File: src/memory_map_pkg.sv
// Constants and types shared by the memory map decoder and its helpers.
// Assumes a 40 MHz hclk from which the E clock rate is derived.
package memory_map_pkg;
  localparam int HCLK_HZ = 40_000_000;
  localparam int E_CLOCK_HZ = 2_000_000;
  localparam int E_DIV = HCLK_HZ / E_CLOCK_HZ;
  localparam int MAP_WINDOW_E = 64;
  // Strap is read only once the pin synchroniser has filled after release
  localparam int STRAP_SETTLE = 5;
  // Three sync stages plus the port turnaround before external data is usable
  localparam int DATA_WAIT = 5;

  // Register indices; byte address on the bus is four times the index
  localparam logic [15:0] IDX_MODE = 16'h103C;
  localparam logic [15:0] IDX_PAGE = 16'h103D;
  localparam logic [15:0] IDX_ENABLE = 16'h103F;

  localparam logic [4:0] MODE_LOW_RST = 5'h00;
  localparam logic [7:0] PAGE_RST = 8'h01;
  localparam logic [3:0] ENABLE_RST = 4'hF;

  localparam int BIT_BOOT_ROM = 7;
  localparam int BIT_SPECIAL = 6;
  localparam int BIT_EXPANDED = 5;
  localparam int BIT_ROM_EN = 1;
  localparam int BIT_EE_EN = 0;

  localparam logic [15:0] ROM_BASE = 16'hD000;
  localparam logic [15:0] BOOT_BASE = 16'hBF40;
  localparam logic [15:0] BOOT_LAST = 16'hBFFF;
  localparam logic [15:0] EE_BASE = 16'hB600;
  localparam logic [15:0] EE_LAST = 16'hB7FF;
  localparam logic [15:0] VEC_BASE = 16'hFFC0;
  localparam logic [15:0] VEC_BOOT = 16'hBFC0;
  localparam logic [7:0] IDLE_BUS = 8'hFF;

  // Encoding is {special, expanded}
  typedef enum logic [1:0] {
    MODE_SINGLE = 2'b00,
    MODE_EXPANDED = 2'b01,
    MODE_BOOT = 2'b10,
    MODE_TEST = 2'b11
  } op_mode_t;

  typedef enum logic [3:0] {
    ST_IDLE = 4'b0001,
    ST_ADDR = 4'b0010,
    ST_DATA = 4'b0100,
    ST_DONE = 4'b1000
  } acc_state_t;

  typedef struct packed {
    logic ctl;
    logic ram;
    logic boot;
    logic rom;
    logic eeprom;
    logic external_region;
  } sel_t;
endpackage : memory_map_pkg

File: src/e_clock_enable.sv
// E clock rate enable: one-cycle pulse every DIV cycles of clk.
// Assumes a single clock domain; DIV of at least 1.
`timescale 1ns/1ps
module e_clock_enable #(
  parameter int DIV = memory_map_pkg::E_DIV
) (
  input wire logic clk,
  input wire logic rst_n,
  output logic tick
);
  logic [15:0] cnt_r;

  always_ff @(posedge clk or negedge rst_n) begin
    if (!rst_n) begin
      cnt_r <= '0;
      tick <= 1'b0;
    end else if (cnt_r == 16'(DIV - 1)) begin
      cnt_r <= '0;
      tick <= 1'b1;
    end else begin
      cnt_r <= cnt_r + 16'h0001;
      tick <= 1'b0;
    end
  end
endmodule : e_clock_enable

File: src/memory_map_decoder.sv
// Memory map decoder: picks the internal resource or external bus per access,
// places vectors per mode, and holds mode, page map and enable registers.
// Assumes an AHB-Lite master on hclk and a CPU-side single-access port.
//
// Functional notes
// RULE1 - Single-chip maps never drive address, strobe or data on external pins.
// RULE2 - Expanded maps send every unclaimed address to the external bus.
// RULE3 - An enabled internal resource wins over an overlapping external device.
// RULE4 - Internal reads ignore external pin data and return internal data only.
// RULE5 - Writes to internal locations also drive data onto the multiplexed port.
// RULE6 - External devices must not drive the port during internal writes.
// RULE7 - Expanded maps drive read/write, strobe, address, data on every access.
// RULE8 - Bootstrap uses the single-chip map plus boot memory from BF40.
// RULE9 - Bootstrap vector fetches come from BFC0 through BFFF in boot memory.
// RULE10 - Test mode uses the expanded map with vectors from external BFC0-BFFF.
// RULE11 - Software may relocate RAM and control-register block via the page map.
// RULE12 - Page map high nibble selects RAM page, low nibble register page.
// RULE13 - Page map takes one write within 64 E cycles, then read-only; the code also accepts page map writes at any time in test mode.
// RULE14 - Register block beats RAM and ROM; RAM beats ROM; losers vanish.
// RULE15 - Unused register-block locations read the idle bus value only.
// RULE16 - Operating mode is latched at reset and held until rewritten.
`timescale 1ns/1ps
module memory_map_decoder #(
  parameter int DATA_WAIT = memory_map_pkg::DATA_WAIT,
  parameter int E_DIV = memory_map_pkg::E_DIV
) (
  input wire logic hclk,
  input wire logic hresetn,
  input wire logic hsel,
  input wire logic [31:0] haddr,
  input wire logic [1:0] htrans,
  input wire logic hwrite,
  input wire logic [2:0] hsize,
  input wire logic [31:0] hwdata,
  input wire logic hready,
  output logic hreadyout,
  output logic [31:0] hrdata,
  output logic hresp,
  input wire logic [1:0] mode_pins,
  input wire logic cpu_req,
  input wire logic [15:0] cpu_addr,
  input wire logic cpu_write,
  input wire logic cpu_vector,
  input wire logic [7:0] cpu_wdata,
  output logic cpu_ready,
  output logic [7:0] cpu_rdata,
  output memory_map_pkg::sel_t mem_sel,
  output logic [15:0] mem_addr,
  output logic [7:0] mem_wdata,
  output logic mem_wr,
  input wire logic [7:0] ctl_rdata,
  input wire logic [7:0] ram_rdata,
  input wire logic [7:0] boot_rdata,
  input wire logic [7:0] rom_rdata,
  input wire logic [7:0] ee_rdata,
  output logic address_strobe,
  output logic bus_read,
  output logic [7:0] ext_addr_hi,
  output logic [7:0] multiplexed_addr_data_port_out,
  output logic multiplexed_addr_data_port_oe,
  input wire logic [7:0] multiplexed_addr_data_port_in,
  output memory_map_pkg::op_mode_t op_mode
);
  memory_map_pkg::op_mode_t mode_r;
  memory_map_pkg::acc_state_t state_r;
  memory_map_pkg::sel_t sel_r;
  memory_map_pkg::sel_t dec;
  logic rboot_r;
  logic [4:0] mode_low_r;
  logic [7:0] page_r;
  logic [3:0] enable_r;
  logic page_written_r;
  logic window_open_r;
  logic [6:0] e_cnt_r;
  logic strap_done_r;
  logic [2:0] strap_cnt_r;
  logic [1:0] mode_pins_s;
  logic [7:0] port_in_s;
  logic e_tick;
  logic take;
  logic wr_pend_r;
  logic [15:0] wr_idx_r;
  logic wr_mode;
  logic wr_page;
  logic wr_enable;
  logic [7:0] d;
  logic exp_map;
  logic [15:0] eff_addr;
  logic [15:0] addr_r;
  logic [7:0] wdata_r;
  logic write_r;
  logic [7:0] wait_r;
  logic [7:0] rd_mux;
  logic address_strobe_r;
  logic bus_read_r;
  logic [7:0] ext_addr_hi_r;
  logic [7:0] port_out_r;
  logic port_oe_r;
  logic [7:0] cpu_rdata_r;
  logic cpu_ready_r;
  logic mem_wr_r;
  logic hreadyout_r;
  logic [31:0] hrdata_r;

  // Priority chain: control block, RAM, boot, ROM, EEPROM, then external
  function automatic memory_map_pkg::sel_t decode(
    input logic [15:0] a,
    input memory_map_pkg::op_mode_t m,
    input logic [7:0] page,
    input logic [3:0] en,
    input logic rboot
  );
    memory_map_pkg::sel_t s;
    s = '0;
    // RULE12 page nibble match
    if (a[15:12] == page[3:0] && a[11:6] == 6'h00) begin
      s.ctl = 1'b1;
    end else if (a[15:12] == page[7:4] && a[11:9] == 3'h0) begin
      s.ram = 1'b1;
    end else if (rboot && a >= memory_map_pkg::BOOT_BASE && a <= memory_map_pkg::BOOT_LAST) begin
      s.boot = 1'b1;
    end else if ((en[memory_map_pkg::BIT_ROM_EN] || m == memory_map_pkg::MODE_SINGLE)
                 && a >= memory_map_pkg::ROM_BASE) begin
      s.rom = 1'b1;
    end else if (en[memory_map_pkg::BIT_EE_EN] && a >= memory_map_pkg::EE_BASE
                 && a <= memory_map_pkg::EE_LAST) begin
      s.eeprom = 1'b1;
    end else if (m == memory_map_pkg::MODE_EXPANDED || m == memory_map_pkg::MODE_TEST) begin
      s.external_region = 1'b1;
    end
    return s;
  endfunction : decode

  // Holes in the 64-byte control block
  function automatic logic ctl_unused(input logic [5:0] off);
    return off == 6'h01 || off == 6'h06 || (off >= 6'h36 && off <= 6'h38);
  endfunction : ctl_unused

  function automatic logic [7:0] reg_value(
    input logic [15:0] idx,
    input logic [7:0] mode_byte,
    input logic [7:0] page,
    input logic [3:0] en
  );
    case (idx)
      memory_map_pkg::IDX_MODE: return mode_byte;
      memory_map_pkg::IDX_PAGE: return page;
      memory_map_pkg::IDX_ENABLE: return {4'h0, en};
      default: return 8'h00;
    endcase
  endfunction : reg_value

  sync3 #(.W(2)) u_mode_sync (
    .clk(hclk),
    .rst_n(hresetn),
    .d(mode_pins),
    .q(mode_pins_s)
  );

  sync3 #(.W(8)) u_port_sync (
    .clk(hclk),
    .rst_n(hresetn),
    .d(multiplexed_addr_data_port_in),
    .q(port_in_s)
  );

  e_clock_enable #(.DIV(E_DIV)) u_e_clk (
    .clk(hclk),
    .rst_n(hresetn),
    .tick(e_tick)
  );

  assign exp_map = mode_r == memory_map_pkg::MODE_EXPANDED || mode_r == memory_map_pkg::MODE_TEST;
  assign take = hsel && htrans[1] && hready;
  assign d = hwdata[7:0];
  assign wr_mode = wr_pend_r && wr_idx_r == memory_map_pkg::IDX_MODE;
  assign wr_page = wr_pend_r && wr_idx_r == memory_map_pkg::IDX_PAGE;
  assign wr_enable = wr_pend_r && wr_idx_r == memory_map_pkg::IDX_ENABLE;

  // RULE9 vector remap boot
  // RULE10 vector remap test
  always_comb begin
    eff_addr = cpu_addr;
    if (cpu_vector && mode_r[1] && cpu_addr[15:6] == memory_map_pkg::VEC_BASE[15:6]) begin
      eff_addr = {memory_map_pkg::VEC_BOOT[15:6], cpu_addr[5:0]};
    end
  end

  // RULE14 resource priority chain
  // RULE8 boot memory enable
  assign dec = decode(eff_addr, mode_r, page_r, enable_r, rboot_r);

  // RULE4 internal data only
  // RULE15 idle bus on holes
  always_comb begin
    rd_mux = memory_map_pkg::IDLE_BUS;
    if (sel_r.ctl) begin
      rd_mux = ctl_unused(addr_r[5:0]) ? memory_map_pkg::IDLE_BUS : ctl_rdata;
    end else if (sel_r.ram) begin
      rd_mux = ram_rdata;
    end else if (sel_r.boot) begin
      rd_mux = boot_rdata;
    end else if (sel_r.rom) begin
      rd_mux = rom_rdata;
    end else if (sel_r.eeprom) begin
      rd_mux = ee_rdata;
    end else if (sel_r.external_region) begin
      rd_mux = port_in_s;
    end
  end

  // RULE16 strap latch and mode bits
  always_ff @(posedge hclk or negedge hresetn) begin
    if (!hresetn) begin
      mode_r <= memory_map_pkg::MODE_SINGLE;
      rboot_r <= 1'b0;
      strap_cnt_r <= '0;
      strap_done_r <= 1'b0;
    end else if (!strap_done_r) begin
      strap_cnt_r <= strap_cnt_r + 3'd1;
      if (strap_cnt_r == 3'(memory_map_pkg::STRAP_SETTLE - 1)) begin
        mode_r <= memory_map_pkg::op_mode_t'(mode_pins_s);
        rboot_r <= mode_pins_s == memory_map_pkg::MODE_BOOT;
        strap_done_r <= 1'b1;
      end
    end else if (wr_mode) begin
      // Special bit may only be cleared; mode bits lock once normal
      mode_r <= memory_map_pkg::op_mode_t'({mode_r[1] & d[memory_map_pkg::BIT_SPECIAL],
                                            mode_r[1] ? d[memory_map_pkg::BIT_EXPANDED] : mode_r[0]});
      if (mode_r[1]) begin
        rboot_r <= d[memory_map_pkg::BIT_BOOT_ROM];
      end
    end
  end

  always_ff @(posedge hclk or negedge hresetn) begin
    if (!hresetn) begin
      mode_low_r <= memory_map_pkg::MODE_LOW_RST;
    end else if (wr_mode) begin
      mode_low_r <= d[4:0];
    end
  end

  // RULE13 64 E-cycle window
  always_ff @(posedge hclk or negedge hresetn) begin
    if (!hresetn) begin
      e_cnt_r <= '0;
      window_open_r <= 1'b1;
    end else if (e_tick && window_open_r) begin
      e_cnt_r <= e_cnt_r + 7'd1;
      if (e_cnt_r == 7'(memory_map_pkg::MAP_WINDOW_E - 1)) begin
        window_open_r <= 1'b0;
      end
    end
  end

  // RULE11 page relocation
  // RULE13 single write only, except in test mode
  always_ff @(posedge hclk or negedge hresetn) begin
    if (!hresetn) begin
      page_r <= memory_map_pkg::PAGE_RST;
      page_written_r <= 1'b0;
    end else if (wr_page && ((window_open_r && !page_written_r) || mode_r == memory_map_pkg::MODE_TEST)) begin
      page_r <= d;
      page_written_r <= 1'b1;
    end
  end

  always_ff @(posedge hclk or negedge hresetn) begin
    if (!hresetn) begin
      enable_r <= memory_map_pkg::ENABLE_RST;
    end else if (wr_enable) begin
      enable_r <= d[3:0];
    end
  end

  // Zero-wait slave; a read right after a write to the same register sees the old value
  always_ff @(posedge hclk or negedge hresetn) begin
    if (!hresetn) begin
      wr_pend_r <= 1'b0;
      wr_idx_r <= '0;
      hrdata_r <= '0;
      hreadyout_r <= 1'b0;
    end else begin
      hreadyout_r <= 1'b1;
      wr_pend_r <= take && hwrite && haddr[31:18] == 14'h0000 && haddr[1:0] == 2'b00;
      wr_idx_r <= haddr[17:2];
      if (take && !hwrite) begin
        hrdata_r <= '0;
        if (haddr[31:18] == 14'h0000 && haddr[1:0] == 2'b00) begin
          hrdata_r <= {24'h000000,
                       reg_value(haddr[17:2], {rboot_r, mode_r, mode_low_r}, page_r, enable_r)};
        end
      end
    end
  end

  always_ff @(posedge hclk or negedge hresetn) begin
    if (!hresetn) begin
      state_r <= memory_map_pkg::ST_IDLE;
      sel_r <= '0;
      addr_r <= '0;
      wdata_r <= '0;
      write_r <= 1'b0;
      wait_r <= '0;
      address_strobe_r <= 1'b0;
      bus_read_r <= 1'b1;
      ext_addr_hi_r <= '0;
      port_out_r <= '0;
      port_oe_r <= 1'b0;
      cpu_rdata_r <= '0;
      cpu_ready_r <= 1'b0;
      mem_wr_r <= 1'b0;
    end else begin
      case (state_r)
        memory_map_pkg::ST_IDLE: begin
          if (cpu_req && strap_done_r) begin
            // RULE3 internal wins
            // RULE2 unclaimed goes external
            sel_r <= dec;
            addr_r <= eff_addr;
            wdata_r <= cpu_wdata;
            write_r <= cpu_write;
            state_r <= memory_map_pkg::ST_ADDR;
            // RULE7 strobe every access
            // RULE1 quiet pins single-chip
            if (exp_map) begin
              address_strobe_r <= 1'b1;
              bus_read_r <= !cpu_write;
              ext_addr_hi_r <= eff_addr[15:8];
              port_out_r <= eff_addr[7:0];
              port_oe_r <= 1'b1;
            end
          end
        end
        memory_map_pkg::ST_ADDR: begin
          address_strobe_r <= 1'b0;
          wait_r <= '0;
          // RULE5 write data out
          port_out_r <= exp_map ? wdata_r : 8'h00;
          port_oe_r <= exp_map && write_r;
          state_r <= memory_map_pkg::ST_DATA;
        end
        memory_map_pkg::ST_DATA: begin
          wait_r <= wait_r + 8'd1;
          if (wait_r == 8'(DATA_WAIT - 1)) begin
            cpu_rdata_r <= write_r ? wdata_r : rd_mux;
            cpu_ready_r <= 1'b1;
            mem_wr_r <= write_r && !sel_r.external_region;
            state_r <= memory_map_pkg::ST_DONE;
          end
        end
        memory_map_pkg::ST_DONE: begin
          cpu_ready_r <= 1'b0;
          mem_wr_r <= 1'b0;
          sel_r <= '0;
          port_oe_r <= 1'b0;
          bus_read_r <= 1'b1;
          state_r <= memory_map_pkg::ST_IDLE;
        end
        default: begin
          state_r <= memory_map_pkg::ST_IDLE;
        end
      endcase
    end
  end

  assign hreadyout = hreadyout_r;
  assign hrdata = hrdata_r;
  assign hresp = 1'b0;
  assign cpu_ready = cpu_ready_r;
  assign cpu_rdata = cpu_rdata_r;
  assign mem_sel = sel_r;
  assign mem_addr = addr_r;
  assign mem_wdata = wdata_r;
  assign mem_wr = mem_wr_r;
  assign address_strobe = address_strobe_r;
  assign bus_read = bus_read_r;
  assign ext_addr_hi = ext_addr_hi_r;
  assign multiplexed_addr_data_port_out = port_out_r;
  assign multiplexed_addr_data_port_oe = port_oe_r;
  assign op_mode = mode_r;

  property p_quiet_pins;
    @(posedge hclk) disable iff (!hresetn)
    !exp_map && state_r == memory_map_pkg::ST_IDLE |=> !address_strobe_r && !port_oe_r;
  endproperty
  a_quiet_pins: assert property (p_quiet_pins) else $error("pins driven in single-chip map"); // RULE1

  property p_unclaimed_ext;
    @(posedge hclk) disable iff (!hresetn)
    state_r == memory_map_pkg::ST_ADDR && exp_map && !(sel_r.ctl || sel_r.ram || sel_r.boot
      || sel_r.rom || sel_r.eeprom) |-> sel_r.external_region;
  endproperty
  a_unclaimed_ext: assert property (p_unclaimed_ext) else $error("unclaimed address not external"); // RULE2

  property p_one_winner;
    @(posedge hclk) disable iff (!hresetn) $onehot0(sel_r);
  endproperty
  a_one_winner: assert property (p_one_winner) else $error("more than one resource selected"); // RULE3

  property p_internal_read;
    @(posedge hclk) disable iff (!hresetn)
    state_r == memory_map_pkg::ST_DATA && wait_r == 8'(DATA_WAIT - 1) && !write_r && sel_r.ram
      |=> cpu_rdata_r == $past(ram_rdata);
  endproperty
  a_internal_read: assert property (p_internal_read) else $error("internal read took other data"); // RULE4

  property p_write_out;
    @(posedge hclk) disable iff (!hresetn)
    state_r == memory_map_pkg::ST_ADDR && exp_map && write_r
      |=> port_oe_r && port_out_r == wdata_r [*2];
  endproperty
  a_write_out: assert property (p_write_out) else $error("write data not on port"); // RULE5

  property p_strobe_all;
    @(posedge hclk) disable iff (!hresetn)
    state_r == memory_map_pkg::ST_IDLE && cpu_req && strap_done_r && exp_map
      |=> address_strobe_r && port_oe_r && ext_addr_hi_r == addr_r[15:8] ##1 !address_strobe_r;
  endproperty
  a_strobe_all: assert property (p_strobe_all) else $error("strobe or address missing"); // RULE7

  property p_boot_vector;
    @(posedge hclk) disable iff (!hresetn)
    state_r == memory_map_pkg::ST_IDLE && cpu_req && strap_done_r && cpu_vector && rboot_r
      && mode_r == memory_map_pkg::MODE_BOOT && cpu_addr[15:6] == memory_map_pkg::VEC_BASE[15:6]
      |=> sel_r.boot && addr_r[15:6] == memory_map_pkg::VEC_BOOT[15:6];
  endproperty
  a_boot_vector: assert property (p_boot_vector) else $error("boot vector not from boot memory"); // RULE9

  property p_page_locked;
    @(posedge hclk) disable iff (!hresetn)
    (!window_open_r || page_written_r) && mode_r != memory_map_pkg::MODE_TEST |=> $stable(page_r);
  endproperty
  a_page_locked: assert property (p_page_locked) else $error("page map changed after lock"); // RULE13

  property p_hole_idle;
    @(posedge hclk) disable iff (!hresetn)
    state_r == memory_map_pkg::ST_DATA && wait_r == 8'(DATA_WAIT - 1) && !write_r && sel_r.ctl
      && ctl_unused(addr_r[5:0]) |=> cpu_rdata_r == memory_map_pkg::IDLE_BUS;
  endproperty
  a_hole_idle: assert property (p_hole_idle) else $error("hole returned driven data"); // RULE15
endmodule : memory_map_decoder

File: src/sync3.sv
// Three-stage synchroniser for pin inputs.
// Assumes d is asynchronous to clk; q moves only once stages two and three agree.
`timescale 1ns/1ps
module sync3 #(
  parameter int W = 1
) (
  input wire logic clk,
  input wire logic rst_n,
  input wire logic [W-1:0] d,
  output logic [W-1:0] q
);
  logic [W-1:0] s1_r;
  logic [W-1:0] s2_r;
  logic [W-1:0] s3_r;

  always_ff @(posedge clk or negedge rst_n) begin
    if (!rst_n) begin
      s1_r <= '0;
      s2_r <= '0;
      s3_r <= '0;
    end else begin
      s1_r <= d;
      s2_r <= s1_r;
      s3_r <= s2_r;
    end
  end

  always_ff @(posedge clk or negedge rst_n) begin
    if (!rst_n) begin
      q <= '0;
    end else if (s2_r == s3_r) begin
      q <= s3_r;
    end
  end
endmodule : sync3

File: config.mk
export PLATFORM = sky130hd
export DESIGN_NAME = memory_map_decoder
export DESIGN_NICKNAME = d
export VERILOG_FILES = /design/src/memory_map_pkg.sv /design/src/e_clock_enable.sv /design/src/memory_map_decoder.sv /design/src/sync3.sv
export SDC_FILE = /design/constraint.sdc
export NUM_CORES = 1
export LEC_CHECK = 0
export BUFFER_PORTS_ARGS = -buffer_cell sky130_fd_sc_hd__buf_2
export CORE_ASPECT_RATIO = 0.9
export CORE_MARGIN = 1.5
export CORE_UTILIZATION = 40
export CTS_CLUSTER_SIZE = 8
export DETAILED_ROUTE_END_ITERATION = 16
export MAX_ROUTING_LAYER = met4
export PLACE_DENSITY = 0.68
export REMOVE_ABC_BUFFERS = 1
export SETUP_SLACK_MARGIN = 0.3
export SLEW_MARGIN = 10
export SYNTH_ARGS = -nofsm -noshare
export SYNTH_HDL_FRONTEND = slang
export SYNTH_HIERARCHICAL = 1
export SYNTH_SLANG_ARGS = --single-unit
File: constraint.sdc
create_clock -name hclk -period 5.26 [get_ports hclk]
set_clock_uncertainty 0.1 [all_clocks]
set_input_delay 0.263 -clock hclk [delete_from_list [all_inputs] [get_ports hclk]]
set_output_delay 0.263 -clock hclk [all_outputs]
set_load 0.005 [all_outputs]
# Word-level counts from Yosys, hierarchy flattened
# Index checks and enable logic that the tools add are counted.
dict set report op_classes {
  add_sub_neg 4
  bitwise_logic 1
  order_cmp 7
  reduce_logical 58
  mux 55
  eq_ne 29
}
# cell n
set op_table {}
lappend op_table {{$eq A16 B13 Y1 const B} 6}
lappend op_table {{$mux W8} 12}
lappend op_table {{$ge A16 B16 Y1 const B} 3}
lappend op_table {{$le A16 B16 Y1 const B} 2}
lappend op_table {{$mux W16} 2}
lappend op_table {{$pmux W8 S2} 2}
lappend op_table {{$logic_and A1 B1 Y1} 26}
lappend op_table {{$pmux W8 S3} 1}
lappend op_table {{$mux W1} 21}
lappend op_table {{$add A16 B1 Y16 const B} 1}
lappend op_table {{$eq A16 B5 Y1 const B} 1}
lappend op_table {{$reduce_and A3 Y1} 5}
lappend op_table {{$logic_not A14 Y1} 1}
lappend op_table {{$reduce_and A2 Y1} 7}
lappend op_table {{$mux W4} 3}
lappend op_table {{$pmux W4 S3} 1}
lappend op_table {{$pmux W6 S2} 1}
lappend op_table {{$eq A10 B10 Y1 const B} 1}
lappend op_table {{$reduce_bool A2 Y1} 5}
lappend op_table {{$add A8 B1 Y8 const B} 1}
lappend op_table {{$eq A4 B4 Y1} 2}
lappend op_table {{$eq A8 B3 Y1 const B} 1}
lappend op_table {{$eq A8 B8 Y1} 1}
lappend op_table {{$mux W2} 4}
lappend op_table {{other kinds (29)} 44}
dict set report totals {
  reg_bits 212
  elab_cells 198
}

# Depth between registers and ports, before layout
# Gate-level depths: netlist of the first run.
dict set report logic_depth {
  word_depth 13
  depth_mapped 9
}

# Cells and area by module
# Netlist of the first run, hierarchy kept.
# module instances cells_each area_each_um2 seq_area_each_um2
set modules_own_cells {}
lappend modules_own_cells {memory_map_decoder 1 623 6378.6 3288.2}
lappend modules_own_cells {{sync3 at u_port_sync} 1 51 977.2 800.8}
lappend modules_own_cells {e_clock_enable 1 66 742.0 425.4}
lappend modules_own_cells {{sync3 at u_mode_sync} 1 16 250.2 200.2}

# Least setup slack after synthesis of the first run
# Ideal clock, no wire load.
dict set report synth_path {
  kind {reg-to-reg}
  startpoint {register wr_idx_r[8]}
  endpoint {register mode_r[0] (netlist: op_mode[0])}
  period_less_slack_ns 1.895
  arrival_time_ns 1.670
  setup_ns 0.125
  path_stages_with_launch 7
  setup_slack_ns 3.365
  cell_sequence {dfrtp_1 nor4_1 nand4_1 or3_1 buf_6 o22a_4 mux2_4}
}
dict set report synth_via {
  elab_chain_cells 4
}
# item line_no
set synth_lines {}
lappend synth_lines {{from (decl)} memory_map_decoder.sv:82} ;# logic [15:0] wr_idx_r;
lappend synth_lines {{from (signal assigned)} memory_map_decoder.sv:287} ;# wr_idx_r <= haddr[17:2];
lappend synth_lines {{$eq A16 B13 Y1} memory_map_decoder.sv:176} ;# assign wr_mode = wr_pend_r && wr_idx_r == memory_map_pkg::IDX_MODE;
lappend synth_lines {{$logic_and A1 B1 Y1} memory_map_decoder.sv:176}
lappend synth_lines {{$ne A2 B1 Y1 (no source line)} -}
lappend synth_lines {{$reduce_and A3 Y1 (no source line)} -}
lappend synth_lines {{to (signal assigned)} memory_map_decoder.sv:215} ;# mode_r <= memory_map_pkg::MODE_SINGLE;
lappend synth_lines {{to (signal assigned)} memory_map_decoder.sv:222} ;# mode_r <= memory_map_pkg::op_mode_t'(mode_pins_s);
lappend synth_lines {{to (signal assigned)} memory_map_decoder.sv:228} ;# mode_r <= memory_map_pkg::op_mode_t'({mode_r[1] & d[memory_map_pkg::BIT_SPECIAL],
lappend synth_lines {{to (decl)} memory_map_decoder.sv:64} ;# memory_map_pkg::op_mode_t mode_r;
# No other way between the ends.
# A chain may end at the register's enable or synchronous reset.

# Worst setup path after layout of the first run
dict set report layout_path {
  startpoint {register strap_done_r}
  endpoint {register ext_addr_hi_r[0] (netlist: ext_addr_hi[0])}
}
dict set report layout_via {
  elab_chain_cells 2
}
# item line_no
set layout_lines {}
lappend layout_lines {{from (decl)} memory_map_decoder.sv:75} ;# logic strap_done_r;
lappend layout_lines {{from (signal assigned)} memory_map_decoder.sv:218} ;# strap_done_r <= 1'b0;
lappend layout_lines {{from (signal assigned)} memory_map_decoder.sv:224} ;# strap_done_r <= 1'b1;
lappend layout_lines {{$logic_and A1 B1 Y1} memory_map_decoder.sv:317} ;# if (cpu_req && strap_done_r) begin
lappend layout_lines {{$reduce_and A3 Y1 (no source line)} -}
lappend layout_lines {{to (signal assigned)} memory_map_decoder.sv:330} ;# ext_addr_hi_r <= eff_addr[15:8];
lappend layout_lines {{to (decl)} memory_map_decoder.sv:96} ;# logic [7:0] ext_addr_hi_r;
# No other way between the ends.

==> flow_summary_export.csv, run 1 <==
group,metric,value,unit
outcome,status,"finished, final reports clean",
sta,tns,0,ps
floorplanning,fp.dieH,140,um
sta,finalCritPeriodShare,0.564,
place,gp_congestion,0.857,
critical_path,crit_arrival,3180,ps
power,irDropWorstVdd,0.201,mV
grt,grt_first_pass_wirelength,32.6,mm
detailed_routing,detail_route.vias_per_cell,5.06,
place,dp.cells,1174,
floorplanning,num_rows,49,
detailed_routing,wire_per_inst,16.1,um
grt,gr-total-overflow,0,
clocking,path_clk_slew,80,ps
detailed_routing,final_antenna_net_count,0,
grt,grt_antenna_before_repair,2,
clocking,cts-resized-gates,0,
yosys,synth_cell_type_count,64,
clocking,post-cts-setup-buffer-count,0,
clocking,clock_sinks,188,
critical_path,critPathKind,"register to register",
clocking,cts_root_buf,"clkbuf_16",
critical_path,required,5470,ps
power,p_leak,5.13,nW
layout,area_growth,25.8,%
sta,fmax,0.337,GHz
floorplanning,dieArea,21700,sq um
clocking,clkLatencyLatePin,430,ps
critical_path,crit_path_end_kind,"register",
yosys,synth_top_cell_area_share,0.540,
yosys,ys.flop_type,"dfrtp_1",
sta,slew_headroom,0.435,
grt,grt_usage,0.198,
place,dpl.hpwl,14.5,mm
yosys,ys_seq_area_frac,0.565,
grt,grt_max_degree,78,
sta,finalCriticalPeriod,2970,ps
floorplanning,initial_core_util,0.413,
layout,final-instance-count-excl-fill,1259,
sta,final_max_slew_viol_count,0,
critical_path,cpMaxStageDelayCell,"inv_2",
critical_path,critical-path-max-stage-delay,670,ps
sta,layout_setup_ws,2290,ps
sta,tightest_slew,847,ps
yosys,syn_area_per_cell,11.0,sq um
layout,post_route_cells_drive_above_1_share,0.290,
detailed_routing,totalWireLength,20.3,mm
yosys,synth_async_sr_flop_share,1.00,
sta,setup_viol,0,
yosys,synth.area.top_cells,"dfrtp_1, nand2_1, mux2_2",
yosys,synth_area,8350,sq um
sta,finalHoldViolCount,0,
grt,grt_pass1_vias,6266,
floorplanning,coreArea,20200,sq um
yosys,yosysWarnings,6,
detailed_routing,first_pass_iters,5,
critical_path,cpMostUsedCell,"nand2_2",
run,drv_cap,0,
yosys,ys_ff_latch,188,
critical_path,critPathLaunchType,"register",
layout,fillers,1821,
floorplanning,ios,246,
layout,layout_common_cells,"buf_2, dfrtp_1, nand2_1",
place,dpl_worst_slack,2210,ps
detailed_routing,num_vias,6376,
clocking,numCtsBuffers,17,
power,p_per_area,390,nW/um^2
detailed_routing,drt_iter0_markers,361,
yosys,synth-edff-count,0,
floorplanning,dieWidth,155,um
clocking,htreeDepth,4,
clocking,clockBufferDepth,2,
sta,rsz0062_at_grt,"false",
place,port_buffers,192,
yosys,synth_cells,756,
layout,final_common_cell,"buf_2",
layout,nets,1146,
yosys,synth_top_cell_by_area,"dfrtp_1",
critical_path,crit_fanout,36,
critical_path,path_cells,"and4b_1 > nand2_2 > inv_2 > nand2_2 > mux2_2",
hold_path,hold_class,"primary input to register",
clocking,cts_tree,"built",
detailed_routing,route.detailed.drc,0,
[where the power goes]
part           internal, mW  switching, mW  total [mW]
Clock                 0.639          0.585        1.22
Sequential             1.68          0.230        1.91
Combinational         0.458          0.511       0.968
Total                  2.78           1.33        4.10
[worst max-delay path, delay by kind of cell, from the launching register on]
| kind | cells | cell delay (ps) |
|---|---|---|
| buffers and inverters | 1 | 670 |
| AND/OR/NAND/NOR | 3 | 1110 |
| multiplexers | 1 | 380 |
| flip-flops | 1 | 590 |
[final timing paths]
check | startpoint | end | slack, ps | cells after the start
min in group asynchronous | hresetn | mem_wdata[4]$_DFFE_PN0P_ | 310 | 2
worst max register to register | strap_done_r$_DFF_PN0_ | ext_addr_hi[0]$_DFFE_PN0P_ | 2290 | 5
worst max-delay path | strap_done_r$_DFF_PN0_ | ext_addr_hi[0]$_DFFE_PN0P_ | 2290 | 5
worst min-delay path | cpu_addr[11] | mem_addr[11]$_DFFE_PN0P_ | 10 | 3
max in group asynchronous | hresetn | page_written_r$_DFFE_PN0P_ | 3530 | 3
worst min register to register | u_port_sync/s1_r[3]$_DFF_PN0_ | u_port_sync/s2_r[3]$_DFF_PN0_ | 250 | 0
[sequential cells by signal, summed over array words and instances (netlist names), 5 cells and up]
name                            cells
u_e_clk/cnt_r                      16
mem_wdata                           8
wr_idx_r                           16
u_port_sync/s1_r                    8
e_cnt_r                             7
multiplexed_addr_data_port_out      8
u_port_sync/q                       8
hrdata                              8
u_port_sync/s2_r                    8
wait_r                              8
page_r                              8
mode_low_r                          5
mem_addr                           16
ext_addr_hi                         8
cpu_rdata                           8
u_port_sync/s3_r                    8
mem_sel                             6
[synth_stat cells, drive strengths merged (15+ instances only)]
cell and number:
clkbuf 19, nand3 16, a31oi 15, mux2 36, xor2 24, nor4 16, xnor2 16, nand2 119
buf 36, a21oi 15, dfrtp 180, nor2 48, o21ai 32, inv 32
[logic make-up after synthesis]
kind of cell / after synthesis / share of synthesized area
other: 2 / 0.000900
AO/OA/AOI/OAI: 123 / 0.107
flip-flops: 188 / 0.565
XOR/XNOR: 40 / 0.0420
buffers and inverters: 88 / 0.0532
AND/OR/NAND/NOR: 260 / 0.158
adder cells (fa/ha/maj): 6 / 0.00899
multiplexers: 49 / 0.0650
[stage by stage]
| step | power, mW | hold WS, ps | util | cell area (sq um) |
|---|---|---|---|---|
| 6_report | 4.10 | 14.1 | 0.519 | 10500 |
| 5_1_grt | 4.35 | 10.4 | 0.519 | 10500 |
| 4_1_cts | 4.14 | 1.84 | 0.519 | 10500 |
| 3_5_place_dp | 2.87 | 227 | 0.466 | 9420 |
| 3_3_place_gp | 2.85 | 222 | 0.466 | 9420 |
| 2_1_floorplan | 2.40 | -133 | - | 8120 |
[area by class of cell]
cell class                 instances  area [sq um]  share of cell area
antenna                            2          5.00            0.000476
clock buffer                      19           443              0.0422
clock inverter                    13           125              0.0119
inverter                          33           124              0.0118
multi-input combinational        504          3280               0.312
sequential                       188          4710               0.449
tap                              255           319              0.0304
timing repair buffer             245          1500               0.142
[metal layers]
metal / track usage / up-vias / share of wire
met4: 0.0757 / 0 / 0.023
met5: - / - / 0
met1: 0.237 / 3082 / 0.42
met3: 0.0433 / 27 / 0.062
li1: - / 3067 / -
met2: 0.326 / 200 / 0.49
[repair_timing]
action / 4_1_cts / 5_1_grt
hold buffers: 51 / 0
setup endpoints to repair: 0 / 0
endpoints found under the hold margin: 132 / 0
(Power assumes the default switching activity.)
==> run 2: changes to the inputs <==
- clock period: 5.26 -> 2.9 ns (I/O delays scaled with it)
==> run 2 against run 1 <==
Net effect: highest routed layer unchanged; setup slack worse by 1700 ps; utilization is 0.96 points higher; clock-buffer cell count is 2 lower; final area is 1.9% higher; maximum frequency is 31% higher; critical endpoint is now rboot_r$_DFFE_PN0P_; largest power group unchanged; sequential power is 81% higher.
==> flow_summary_export.csv, run 2 (synthesized netlist as in run 1, its figures left out) <==
group,metric,value,unit
outcome,status,"finished, final reports clean",
critical_path,crit_path_end_kind,"register",
power,irDropWorstVdd,0.396,mV
layout,post_route_cells_drive_above_1_share,0.291,
sta,tightest_slew,745,ps
sta,finalHoldViolCount,0,
floorplanning,initial_core_util,0.413,
grt,grt_pass1_vias,6385,
floorplanning,fp.dieH,140,um
layout,area_growth,28.2,%
sta,finalCriticalPeriod,2260,ps
clocking,cts_root_buf,"clkbuf_16",
place,port_buffers,192,
grt,grt_first_pass_wirelength,32.9,mm
run,drv_cap,0,
layout,nets,1163,
clocking,clockBufferDepth,2,
place,gp_congestion,0.872,
power,p_per_area,709,nW/um^2
power,p_leak,5.24,nW
layout,fillers,1816,
floorplanning,coreArea,20200,sq um
sta,rsz0062_at_grt,"false",
grt,grt_antenna_before_repair,0,
clocking,htreeDepth,4,
critical_path,crit_fanout,7,
detailed_routing,num_vias,6471,
sta,finalCritPeriodShare,0.779,
grt,gr-total-overflow,0,
sta,tns,0,ps
layout,final_common_cell,"buf_2",
place,dpl.hpwl,14.8,mm
hold_path,hold_class,"primary input to register",
detailed_routing,wire_per_inst,16.1,um
floorplanning,num_rows,49,
clocking,post-cts-setup-buffer-count,0,
detailed_routing,detail_route.vias_per_cell,5.08,
critical_path,crit_arrival,2470,ps
sta,setup_viol,0,
clocking,ctsHoldBuffers,63,
clocking,clock_sinks,188,
detailed_routing,final_antenna_net_count,0,
critical_path,required,3110,ps
critical_path,critPathKind,"register to register",
layout,layout_common_cells,"buf_2, dfrtp_1, nand2_1",
clocking,cts_tree,"built",
detailed_routing,totalWireLength,20.6,mm
detailed_routing,drt_iter0_markers,391,
detailed_routing,first_pass_iters,7,
layout,antenna_cells,0,
critical_path,critPathLaunchType,"register",
sta,final_max_slew_viol_count,0,
clocking,numCtsBuffers,17,
clocking,clkLatencyLatePin,430,ps
detailed_routing,route.detailed.drc,0,
floorplanning,ios,246,
grt,grt_max_degree,69,
sta,whs,52.1,ps
floorplanning,dieWidth,155,um
clocking,path_clk_slew,70,ps
clocking,cts-resized-gates,0,
floorplanning,dieArea,21700,sq um
sta,slew_headroom,0.503,
grt,grt_usage,0.201,
sta,fmax,0.443,GHz
[run 2: changes by cell type in the layout (fill, tap and decap cells not counted), sizes merged]
cell	delta
diode	-2
clkbuf	-2
clkinvlp	-2
bufinv	+2
clkinv	+1
buf	+5
dlygate4sd3	+12
[run 2: final timing paths]
path	slack (ps)	end	cells after the start	startpoint
hold reg to reg	250	u_port_sync/s2_r[7]$_DFF_PN0_	0	u_port_sync/s1_r[7]$_DFF_PN0_
setup reg to reg	640	rboot_r$_DFFE_PN0P_	5	wr_idx_r[7]$_DFF_PN0_
hold / removal	50	cpu_rdata[6]$_DFFE_PN0P_	3	ctl_rdata[6]
min in group asynchronous	160	multiplexed_addr_data_port_out[4]$_DFFE_PN0P_	2	hresetn
setup / recovery	640	rboot_r$_DFFE_PN0P_	5	wr_idx_r[7]$_DFF_PN0_
max in group asynchronous	1740	enable_r[2]$_DFFE_PN1P_	3	hresetn
[run 2: power by group]
group	switching [mW]	internal (mW)
registers	0.408	3.05
clock network	1.05	1.29
logic	0.932	0.857
total	2.39	5.19
[run 2: layer usage]
metal | vias up | global-route usage | share of wire
met3 | 24 | 0.0427 | 0.054
met2 | 210 | 0.327 | 0.49
met5 | - | - | 0
li1 | 3096 | - | -
met1 | 3141 | 0.249 | 0.44
met4 | 0 | 0.0662 | 0.020
[run 2: area by class of cell]
cell class	count	area, sq um	area share
clock buffers	17	425	0.0398
clock inverters	14	160	0.0150
inverters	33	124	0.0116
multi-input cells	504	3280	0.306
flip-flops and latches	188	4710	0.441
well taps	255	319	0.0298
repair buffers	262	1680	0.157
[run 2: metrics by stage]
step	power (mW)	util	cell area [sq um]	setup slack (ps)	cells
finish	7.58	0.529	10700	641	1273
global route	8.02	0.529	10700	528	1273
CTS	7.65	0.529	10700	673	1273
floorplan	4.36	-	8120	642	725
detailed placement	5.23	0.469	9480	680	1179
global placement	5.19	0.469	9480	718	1179
[run 2: worst max-delay path, cell delays in order, from the launching register on]
cell and delay [ps]:
dfrtp_1 360, nor4bb_1 360, nand4_1 220, or3_1 530, o22a_4 280, mux2_4 290
